<file path="config.mk">
export PLATFORM = sky130hd
export DESIGN_NAME = light_load_mode_control
export DESIGN_NICKNAME = d
export VERILOG_FILES = /design/src/rtl/phase_driver.v /design/src/rtl/light_load_mode_control.v
export VERILOG_INCLUDE_DIRS = /design/src /design/src/rtl
export SDC_FILE = /design/constraint.sdc
export NUM_CORES = 1
export LEC_CHECK = 0
export BUFFER_PORTS_ARGS = -buffer_cell sky130_fd_sc_hd__buf_2
export CAP_MARGIN = 20
export CORE_ASPECT_RATIO = 1.4
export CORE_MARGIN = 2
export CORE_UTILIZATION = 54
export CTS_CLUSTER_DIAMETER = 30
export DETAILED_ROUTE_END_ITERATION = 10
export PLACE_DENSITY_LB_ADDON = 0.12
export SLEW_MARGIN = 5
export SYNTH_ARGS = -nofsm -noshare
export SYNTH_HDL_FRONTEND = slang
export SYNTH_SLANG_ARGS = --single-unit
</file>
<file path="constraint.sdc">
create_clock -name core_clk -period 12.2 [get_ports core_clk]
set_input_delay 0.61 -clock core_clk [delete_from_list [all_inputs] [get_ports core_clk]]
set_output_delay 0.61 -clock core_clk [all_outputs]
set_load 0.005 [all_outputs]
</file>
<file path="src/rtl/light_load_defs.vh">
`ifndef LIGHT_LOAD_DEFS_VH
`define LIGHT_LOAD_DEFS_VH

// Register byte offsets on the AHB-Lite slave.
`define REG_CTRL_OFS 8'h00
`define REG_STATUS_OFS 8'h04
`define REG_IRQ_STAT_OFS 8'h08
`define REG_IRQ_MASK_OFS 8'h0C
`define REG_WINDOW_OFS 8'h10

// Control register fields.
`define CTRL_ENABLE_BIT 0
`define CTRL_UNIPLANE_BIT 1
`define CTRL_RESET_VAL 32'h0000_0003

// Interrupt event bit positions.
`define IRQ_DCM_ENTRY_BIT 0
`define IRQ_CCM_RETURN_BIT 1
`define IRQ_OC_FAULT_BIT 2
`define IRQ_PSAVE_CHANGE_BIT 3
`define IRQ_WIDTH 4

// Consecutive positive-node cycles before the aux rail enters DCM.
`define AUX_DCM_CYCLES 4'h8

// Gate threshold rendered as a settle count: 1 V is reached within 20 ns.
`define GATE_FALL_NS 20
`define CLK_PERIOD_NS 4
`define GATE_FALL_CYCLES ((`GATE_FALL_NS + `CLK_PERIOD_NS - 1) / `CLK_PERIOD_NS)

// Window base and its 33 percent step, in hundredths.
`define WINDOW_BASE_RESET 16'h0064
`define WINDOW_STEP_PCT 33

`endif

</file>
<file path="src/rtl/phase_driver.v">
`timescale 1ns/100ps
`default_nettype none
`include "light_load_defs.vh"

// One phase: break-before-make gate sequencing and diode emulation.
module phase_driver #(
  parameter [3:0] ENTRY_CYCLES = 4'h1
)
(
  input wire core_clk,
  input wire nrst,
  input wire cycle_start,
  input wire emulation_en,
  input wire phase_on,
  input wire shutdown,
  input wire node_positive,
  input wire high_gate_sense,
  input wire low_gate_sense,
  output reg high_side_drive,
  output reg low_side_drive,
  output wire gate_oe_n,
  output reg dcm_active,
  output reg dcm_enter,
  output reg ccm_return
);

  // Count of consecutive cycles that saw negative inductor current.
  reg [3:0] neg_count_reg;
  // Switch node seen positive during this cycle's low-side conduction.
  reg neg_seen_reg;
  // Switch node seen negative during this cycle's low-side conduction.
  reg pos_seen_reg;
  // Settle timer before a gate may turn on.
  reg [3:0] settle_reg;
  // Which gate the cycle wants: high at cycle start, then low.
  reg want_high_reg;

  // Outputs float whenever the phase is shut down.
  assign gate_oe_n = shutdown;

  // Gate sequencing with an enforced dead time on every transition.
  always @(posedge core_clk or negedge nrst)
  begin
    if (!nrst)
    begin
      high_side_drive <= 1'b0;
      low_side_drive <= 1'b0;
      want_high_reg <= 1'b0;
      settle_reg <= 4'h0;
    end
    else if (shutdown || !phase_on)
    begin
      // Shed or faulted phase holds both gates off.
      high_side_drive <= 1'b0;
      low_side_drive <= 1'b0;
      want_high_reg <= 1'b0;
      settle_reg <= 4'h0;
    end
    else
    begin
      if (cycle_start)
      begin
        want_high_reg <= 1'b1;
        low_side_drive <= 1'b0;
        settle_reg <= 4'h0;
      end
      else if (want_high_reg && high_side_drive)
      begin
        // High side pulse lasts one tick, then hand over to the low side.
        want_high_reg <= 1'b0;
        high_side_drive <= 1'b0;
        settle_reg <= 4'h0;
      end
      else if (want_high_reg)
      begin
        // Wait until the low gate has fallen below threshold.
        if (!low_gate_sense && settle_reg >= `GATE_FALL_CYCLES) // see RULE1
          high_side_drive <= 1'b1;
        else
          settle_reg <= settle_reg + 4'h1;
      end
      else if (!low_side_drive)
      begin
        // Low side turns on only after the high gate dropped, and not in a DCM stop.
        if (!high_gate_sense && settle_reg >= `GATE_FALL_CYCLES && !(dcm_active && neg_seen_reg)) // see RULE1
          low_side_drive <= 1'b1;
        else if (settle_reg < 4'hF)
          settle_reg <= settle_reg + 4'h1;
      end
      else if (dcm_active && node_positive)
      begin
        // Negative current in DCM: release the low side at once.
        low_side_drive <= 1'b0; // see RULE7
      end
    end
  end

  // Current-direction sampling while the low side conducts.
  always @(posedge core_clk or negedge nrst)
  begin
    if (!nrst)
    begin
      neg_seen_reg <= 1'b0;
      pos_seen_reg <= 1'b0;
    end
    else if (cycle_start)
    begin
      neg_seen_reg <= 1'b0;
      pos_seen_reg <= 1'b0;
    end
    else if (low_side_drive)
    begin
      // Positive node means negative current; negative node means positive current.
      if (node_positive) // see RULE4
        neg_seen_reg <= 1'b1;
      else
        pos_seen_reg <= 1'b1;
    end
    else if (dcm_active && !node_positive && !want_high_reg)
    begin
      // Body diode conducting positive current after the low side released.
      pos_seen_reg <= 1'b1;
    end
  end

  // Mode decision taken only at the cycle boundary.
  always @(posedge core_clk or negedge nrst)
  begin
    if (!nrst)
    begin
      dcm_active <= 1'b0;
      neg_count_reg <= 4'h0;
      dcm_enter <= 1'b0;
      ccm_return <= 1'b0;
    end
    else
    begin
      dcm_enter <= 1'b0;
      ccm_return <= 1'b0;
      if (!emulation_en || shutdown)
      begin
        // Forced continuous conduction.
        if (dcm_active && cycle_start)
        begin
          dcm_active <= 1'b0; // see RULE2
          ccm_return <= 1'b1;
        end
        neg_count_reg <= 4'h0;
      end
      else if (cycle_start) // see RULE14
      begin
        if (!dcm_active)
        begin
          if (neg_seen_reg)
          begin
            if (neg_count_reg + 4'h1 >= ENTRY_CYCLES) // see RULE5
            begin
              dcm_active <= 1'b1; // see RULE6
              dcm_enter <= 1'b1;
              neg_count_reg <= 4'h0;
            end
            else
              neg_count_reg <= neg_count_reg + 4'h1;
          end
          else
            neg_count_reg <= 4'h0;
        end
        else if (pos_seen_reg)
        begin
          // Positive current seen: continuous conduction from this cycle on.
          dcm_active <= 1'b0; // see RULE8
          ccm_return <= 1'b1;
        end
      end
    end
  end

endmodule

`default_nettype wire

</file>
<file path="src/rtl/light_load_mode_control.v">
// Function
// RULE1: Break-before-make: opposite gate below threshold first.
// RULE2: Power-save high forces continuous conduction everywhere.
// RULE3: Power-save low enables emulation in three regulators.
// RULE4: Sample node while low side conducts; invert.
// RULE5: Core regulators enter DCM on first detection.
// RULE6: Aux rail enters DCM after eight cycles.
// RULE7: In DCM, drop low side when node positive.
// RULE8: Negative node returns regulator to continuous next cycle.
// RULE9: DCM entry raises switching window by 33 percent.
// RULE10: Uniplane: two phases, shed one in power-save.
// RULE11: Processor asserts power-save only at light load.
// RULE12: Faults merge into one shared power-good output.
// RULE13: Overcurrent latches all gates high impedance until re-enable.
// RULE14: Synchronise inputs; change modes at cycle boundaries.
`timescale 1ns/100ps
`default_nettype none
`include "light_load_defs.vh"

module light_load_mode_control #(
  parameter PERIOD_CYCLES = 833
)
(
  input wire core_clk,
  input wire nrst,
  input wire [31:0] haddr,
  input wire [1:0] htrans,
  input wire hwrite,
  input wire [2:0] hsize,
  input wire [31:0] hwdata,
  input wire hsel,
  input wire hready,
  output reg [31:0] hrdata,
  output wire hreadyout,
  output wire hresp,
  input wire power_save_request_n,
  input wire [2:0] node_positive,
  input wire [2:0] high_gate_sense,
  input wire [2:0] low_gate_sense,
  input wire overcurrent,
  input wire overvoltage,
  input wire undervoltage,
  output wire [2:0] high_side_drive,
  output wire [2:0] low_side_drive,
  output wire [2:0] gate_oe_n,
  output wire supply_ok_flag_o,
  output wire supply_ok_flag_oe_n,
  output reg [15:0] core_window,
  output reg [15:0] aux_window,
  output wire irq
);

  // Channel 0 and 1 are core phases, channel 2 is the aux rail.
  // In uniplane use channels 0 and 1 form one regulator.
  localparam AUX = 2;

  // Window step: base plus 33 percent, saturating at the field width.
  // Both window outputs use it, so the step lives in one place.
  // The product fits in 24 bits; the clamp takes effect for bases above 49275.
  function [15:0] window_step;
    input [15:0] base;
    reg [23:0] prod;
    begin
      prod = {8'h00, base} * 24'd133 / 24'd100;
      window_step = (prod[23:16] != 8'h00) ? 16'hFFFF : prod[15:0];
    end
  endfunction

  // Two-stage synchronisers for power-save and node polarity.
  reg [3:0] sync1_reg;
  reg [3:0] sync2_reg;
  // Control register, window base, interrupt status and mask.
  reg [31:0] ctrl_reg;
  reg [15:0] window_base_reg;
  reg [`IRQ_WIDTH-1:0] irq_stat_reg;
  reg [`IRQ_WIDTH-1:0] irq_mask_reg;
  // Latched overcurrent shutdown.
  reg oc_latch_reg;
  // Power-save level applied at the cycle boundary.
  reg psave_reg;
  // Switching period counter.
  reg [15:0] period_reg;
  // AHB data-phase capture.
  reg wr_pend_reg;
  reg [7:0] wr_addr_reg;

  // Decoded control bits and the boundary strobe.
  // Shutdown covers a latched fault and a disabled block.
  wire enable = ctrl_reg[`CTRL_ENABLE_BIT];
  wire uniplane = ctrl_reg[`CTRL_UNIPLANE_BIT];
  wire cycle_start = (period_reg == 16'h0000);
  wire shutdown = oc_latch_reg || !enable;
  // Per-channel mode state and event pulses from the drivers.
  wire [2:0] dcm_active;
  wire [2:0] dcm_enter;
  wire [2:0] ccm_return;
  wire [2:0] phase_on;

  // Synchronise asynchronous-by-nature inputs before use.
  // Bit 3 is the power-save request, bits 2 to 0 the node polarity.
  // Reset loads ones: no power save, and a node level that is
  // ignored because no low side conducts right after reset.
  always @(posedge core_clk or negedge nrst)
  begin
    if (!nrst)
    begin
      sync1_reg <= 4'hF;
      sync2_reg <= 4'hF;
    end
    else
    begin
      sync1_reg <= {power_save_request_n, node_positive}; // see RULE14
      sync2_reg <= sync1_reg;
    end
  end

  // Free-running switching period; each wrap is a cycle boundary.
  // PERIOD_CYCLES sets the switching period in core clocks.
  // The count starts at zero, so the first edge is a boundary.
  // All mode decisions use this one strobe, keeping channels in step.
  always @(posedge core_clk or negedge nrst)
  begin
    if (!nrst)
      period_reg <= 16'h0000;
    else if (period_reg == PERIOD_CYCLES[15:0] - 16'h0001)
      period_reg <= 16'h0000;
    else
      period_reg <= period_reg + 16'h0001;
  end

  // Power-save level is taken only at cycle boundaries; low means save.
  // A change between boundaries waits, so no pulse is cut short.
  // Reset leaves the block in forced continuous conduction.
  always @(posedge core_clk or negedge nrst)
  begin
    if (!nrst)
      psave_reg <= 1'b0;
    else if (cycle_start) // see RULE14
      psave_reg <= !sync2_reg[3]; // see RULE11
  end

  // Overcurrent latches off until enable is toggled low.
  // The latch ignores overcurrent while disabled, so a fault still
  // present when enable goes low does not set it again.
  // Writing enable high then releases all three channels from shutdown.
  always @(posedge core_clk or negedge nrst)
  begin
    if (!nrst)
      oc_latch_reg <= 1'b0;
    else if (overcurrent && enable)
      oc_latch_reg <= 1'b1; // see RULE13
    else if (!enable)
      oc_latch_reg <= 1'b0;
  end

  // Shed the second core phase in uniplane power-save.
  // In dual-plane use both core channels keep running.
  // The aux rail never sheds.
  assign phase_on[0] = 1'b1;
  assign phase_on[1] = !(uniplane && psave_reg); // see RULE10
  assign phase_on[AUX] = 1'b1;

  // Core phases enter DCM at once; aux waits for eight cycles.
  // Every channel shares the boundary strobe and shutdown, and has
  // its own synchronised node polarity and gate sense inputs.
  // Only the entry count differs between core and aux.
  // The event pulses feed the interrupt status below.
  genvar gi;
  generate
    for (gi = 0; gi < 3; gi = gi + 1)
    begin : chan
      phase_driver #(
        .ENTRY_CYCLES((gi == AUX) ? `AUX_DCM_CYCLES : 4'h1) // see RULE6
      ) u_drv (
        .core_clk(core_clk),
        .nrst(nrst),
        .cycle_start(cycle_start),
        .emulation_en(psave_reg), // see RULE3
        .phase_on(phase_on[gi]),
        .shutdown(shutdown), // see RULE13
        .node_positive(sync2_reg[gi]),
        .high_gate_sense(high_gate_sense[gi]),
        .low_gate_sense(low_gate_sense[gi]),
        .high_side_drive(high_side_drive[gi]),
        .low_side_drive(low_side_drive[gi]),
        .gate_oe_n(gate_oe_n[gi]),
        .dcm_active(dcm_active[gi]),
        .dcm_enter(dcm_enter[gi]),
        .ccm_return(ccm_return[gi])
      );
    end
  endgenerate

  // Window outputs step up by a third while their regulator is in DCM.
  // The core window follows channel 0, which never sheds.
  // The outputs change one edge after the mode does.
  // Leaving DCM drops the window straight back to its base.
  always @(posedge core_clk or negedge nrst)
  begin
    if (!nrst)
    begin
      core_window <= `WINDOW_BASE_RESET;
      aux_window <= `WINDOW_BASE_RESET;
    end
    else
    begin
      core_window <= dcm_active[0] ? window_step(window_base_reg) : window_base_reg; // see RULE9
      aux_window <= dcm_active[AUX] ? window_step(window_base_reg) : window_base_reg; // see RULE9
    end
  end

  // Shared open-drain power-good: pulled low on any fault or shutdown.
  // The pin only drives low; a board pull-up gives the good level.
  // Overcurrent arrives through the latch, one edge later.
  // A disabled block also pulls it low.
  assign supply_ok_flag_o = 1'b0;
  assign supply_ok_flag_oe_n = !(shutdown || overvoltage || undervoltage); // see RULE12

  // Register map, one word each, decoded on the low address byte:
  // 0x00 control: bit 0 enable, bit 1 uniplane.
  // 0x04 status, read only: latch, power save, phases on, DCM.
  // 0x08 interrupt status, write one to clear.
  // 0x0C interrupt mask, same layout as the status.
  // 0x10 window base.
  // Unmapped offsets read zero and ignore writes.
  // Upper address bits are not decoded, so the map repeats.
  // AHB-Lite slave: zero wait states, always OKAY.
  assign hreadyout = 1'b1;
  assign hresp = 1'b0;
  wire take = hsel && hready && htrans[1];

  // Events for the interrupt status register.
  // Each event is a one-cycle pulse.
  // The overcurrent event fires on the edge that sets the latch.
  // The power-save event fires at the boundary where the applied
  // level is about to change.
  // A set beats a software clear in the same cycle.
  wire [`IRQ_WIDTH-1:0] events;
  assign events[`IRQ_DCM_ENTRY_BIT] = |dcm_enter;
  assign events[`IRQ_CCM_RETURN_BIT] = |ccm_return;
  assign events[`IRQ_OC_FAULT_BIT] = overcurrent && enable && !oc_latch_reg;
  assign events[`IRQ_PSAVE_CHANGE_BIT] = cycle_start && (psave_reg == sync2_reg[3]);

  // Address phase capture, register writes, and read data.
  // A write is held from its address phase and lands in the data
  // phase, when hwdata stands. A read is answered from the address
  // phase, so hrdata stands when the master samples it.
  always @(posedge core_clk or negedge nrst)
  begin
    if (!nrst)
    begin
      wr_pend_reg <= 1'b0;
      wr_addr_reg <= 8'h00;
      hrdata <= 32'h0000_0000;
      ctrl_reg <= `CTRL_RESET_VAL;
      window_base_reg <= `WINDOW_BASE_RESET;
      irq_stat_reg <= {`IRQ_WIDTH{1'b0}};
      irq_mask_reg <= {`IRQ_WIDTH{1'b0}};
    end
    else
    begin
      wr_pend_reg <= take && hwrite;
      wr_addr_reg <= haddr[7:0];
      // Write-one-to-clear, with new events winning over the clear.
      if (wr_pend_reg && wr_addr_reg == `REG_IRQ_STAT_OFS)
        irq_stat_reg <= (irq_stat_reg & ~hwdata[`IRQ_WIDTH-1:0]) | events;
      else
        irq_stat_reg <= irq_stat_reg | events;
      if (wr_pend_reg)
      begin
        case (wr_addr_reg)
          `REG_CTRL_OFS: ctrl_reg <= {30'h0000_0000, hwdata[1:0]};
          `REG_IRQ_MASK_OFS: irq_mask_reg <= hwdata[`IRQ_WIDTH-1:0];
          `REG_WINDOW_OFS: window_base_reg <= hwdata[15:0];
          default: ;
        endcase
      end
      // Read data registered at the address phase, so it stands in the data phase.
      if (take && !hwrite)
      begin
        case (haddr[7:0])
          `REG_CTRL_OFS: hrdata <= ctrl_reg;
          `REG_STATUS_OFS: hrdata <= {24'h00_0000, oc_latch_reg, psave_reg, phase_on,
                                      dcm_active};
          `REG_IRQ_STAT_OFS: hrdata <= {28'h000_0000, irq_stat_reg};
          `REG_IRQ_MASK_OFS: hrdata <= {28'h000_0000, irq_mask_reg};
          `REG_WINDOW_OFS: hrdata <= {16'h0000, window_base_reg};
          default: hrdata <= 32'h0000_0000;
        endcase
      end
    end
  end

  // Level interrupt while any unmasked status bit is set.
  // Status bits are sticky; only software clears them.
  // Masking hides a bit from the output but keeps it for polling.
  assign irq = |(irq_stat_reg & irq_mask_reg);

endmodule

`default_nettype wire

</file>
==> impl_metrics.ini <==
[status]
status = complete, but fails checks
violations = setup timing

[logic_synthesis]
synth_top_family_by_area = compound AO/OA/AOI/OAI gates
synthMuxAreaShare = 0.0362
synth_top_cell_area_share = 0.270
synth_edf_count = 0
synth.distinct_cells = 123
seq_area_frac_synth = 0.309
yosysTopAreaCell = dfrtp_1
syn-cell-area_sq_um = 12800
synth_ff_type = dfrtp_1
syn_area_per_cell_sq_um = 8.73
synth_warnings = 0
async_flop_share = 1.00
syn_inst = 1464
yosys.area_share.adder = 0.0842
synthTopCellsByArea = dfrtp_1 27%, ha_1 6.9%, nor2_1 4.9%, a21oi_1 4.3%, dfstp_2 3.9%
synthSimpleGateAreaFrac = 0.205
ys_seq_elements = 157
synth-compound-area-share = 0.274
synth_xor_xnor_area_share = 0.0438

[place]
dp_hpwl_mm = 29.9
gp_congestion = 0.989
io_buffer_count = 101
placed_area_sq_um = 15800

[floorplan]
dieArea_sq_um = 24900
die_w_um = 134
core_sq_um = 23200
initial_core_util = 0.550
fp-row-count = 66
die_height_um = 186
ios = 165

[detailed_routing]
wl_met3_mm = 2.39
drt_iter0_markers = 1018
vias = 14100
post-route-drc-count = 0
drtAntennaViolNets = 0
wl_per_cell_um = 20.4
first_pass_iters = 5
viasPerCell = 6.26
wl_met1_mm = 16.3
highest_layer = met4
route.met2.wl_mm = 24.5
wirelength_mm = 46.0

[clock_tree]
cts_buffers = 17
hold_buffers = 0
cts_root_buf = clkbuf_16
cts_tree = built
clkTransAtPathRegs_ps = 70
clock_latency_ps = 450
cts_sinks = 157
clockBufferDepth = 2
cts_max_level = 4

[layout]
n_fill_cell = 1359
layout.nets = 2095
drive_gt1_frac = 0.457
design_area_sq_um = 19000
multiInputGateArea_sq_um = 10200
ff_latch_area_sq_um = 3950
syn2layout_area_growth_pct = 48.8

[sta]
hold_violations = 0
tns_ps = -2230
fin_crit_ps = 12780
setup_ws_ps = -580
drv_slew = 0
skew_ps = 10.4
fmaxAchievable_ghz = 0.0782
finalSetupViolCount = 6
relSlewSlack = 0.161
tightest_slew_ps = 1250
rsz0062_at_grt = true
finalCritPeriodShare = 1.05

[worst_setup_path]
crit_buf_inv = 10
worst_path_most_repeated_cell = buf_4
cp_data_arrival_time_ps = 13080
r2r_setup_slack_ps = -580
setup.worst_path.class = reg2reg
cp-end-kind = register
max_stage_delay_ps = 570
start_kind = register
critical_path_required_ps = 12500
cp_top_family = compound AO/OA/AOI/OAI gates
cp_max_fo = 7
slowest_stage = dfstp_2

[global_route]
grt_max_degree = 81
grt_pass1_vias = 13800
gr-usage-all-layers = 0.338
antenna_found_initial = 1
overflow = 0
grt_pass1_wl_mm = 67.5

[job]
maxCapViolations = 0

[worst_hold_path]
hold_class = in2async
[layout make-up]
type | count | share of cell area
Antenna cell | 1 | 0.000132
Clock buffer | 18 | 0.0231
Clock inverter | 14 | 0.00948
Inverter | 40 | 0.00790
Multi-Input combinational cell | 1204 | 0.535
Sequential cell | 157 | 0.208
Tap cell | 306 | 0.0201
Timing Repair Buffer | 509 | 0.196
[per-layer routing]
| metal | vias up | track usage |
|---|---|---|
| met5 | - | 0 |
| met4 | 0 | 0.186 |
| met3 | 233 | 0.0520 |
| met2 | 588 | 0.638 |
| met1 | 6870 | 0.357 |
| li1 | 6390 | - |
[worst paths after layout]
| check | from | end | depth (start not counted) |
|---|---|---|---|
| worst max-delay path | window_base_reg[5]$_DFFE_PN1P_ | aux_window[0]$_DFF_PN0_ | 54 |
| worst min-delay path | nrst | wr_addr_reg[2]$_DFF_PN0_ | 1 |
| worst max register to register | window_base_reg[5]$_DFFE_PN1P_ | aux_window[0]$_DFF_PN0_ | 54 |
| worst min register to register | sync1_reg[3]$_DFF_PN1_ | sync2_reg[3]$_DFF_PN1_ | 0 |
| max in group asynchronous | nrst | core_window[5]$_DFF_PN1_ | 3 |
| min in group core_clk | node_positive[0] | sync1_reg[0]$_DFF_PN1_ | 1 |
[cell usage in the layout, fill, tap and decap left out, types with 11 or more instances in the layout]
master / Yosys / routed
a211o_1: 12 / 12
a21o_1: 19 / 16
a21oi_1: 110 / 83
a21oi_2: 7 / 23
a21oi_4: 0 / 11
a31oi_1: 18 / 14
and3_1: 21 / 16
buf_2: 12 / 100
buf_4: 32 / 378
buf_6: 1 / 27
clkbuf_16: 0 / 17
conb_1: 2 / 19
dfrtp_1: 138 / 137
dfstp_2: 19 / 19
ha_1: 70 / 52
ha_4: 0 / 18
inv_1: 38 / 38
mux2_2: 29 / 27
nand2_1: 114 / 106
nand2b_1: 16 / 16
nand3_1: 57 / 46
nand4_1: 18 / 18
nor2_1: 167 / 152
nor2_2: 4 / 12
nor3_1: 50 / 36
o211ai_1: 20 / 20
o21a_1: 15 / 12
o21ai_0: 53 / 40
o21ai_1: 13 / 14
o21ai_2: 5 / 12
xnor2_1: 37 / 28
xor2_1: 25 / 24
[timing repair]
action / in CTS / in global routing
pin swaps: 98 / 80
buffers inserted: 45 / 40
gates cloned: 1 / 1
endpoints found under the setup margin: 6 / 6
resized for setup: 216 / 144
[metrics by stage]
step	cells	hold slack (ps)	setup slack (ps)	utilization
CTS	2211	221	-22.7	0.772
detailed placement	2135	347	-572	0.680
global route	2249	249	-956	0.819
global placement	2135	348	-469	0.680
floorplan	1481	314	23.7	-
finish	2249	208	-580	0.819
[cell families after synthesis]
| kind of cell | count (synthesis) |
|---|---|
| AOI/OAI and AO/OA | 460 |
| xor gates and xnor gates | 63 |
| adders and majority gates | 81 |
| buffers and inverters | 121 |
| DFF | 157 |
| muxes | 41 |
| other | 2 |
| and+or+nand+nor | 539 |
[Yosys cell counts, drive strengths merged, types with 14 or more instances]
| master | count |
|---|---|
| mux2 | 29 |
| ha | 70 |
| a21oi | 117 |
| nand4 | 19 |
| o21a | 17 |
| inv | 39 |
| a21o | 19 |
| nor3 | 54 |
| xnor2 | 38 |
| or3 | 14 |
| dfstp | 19 |
| and2 | 14 |
| nand2 | 115 |
| dfrtp | 138 |
| o21ai | 72 |
| clkbuf | 35 |
| buf | 46 |
| nor2 | 171 |
| a211oi | 24 |
| nand2b | 16 |
| o22ai | 14 |
| a31oi | 20 |
| o211ai | 22 |
| and3 | 22 |
| xor2 | 25 |
| nand3 | 58 |
Power is not shown: default switching activity piles up to over one toggle a cycle in this logic, so the estimate is an artifact.
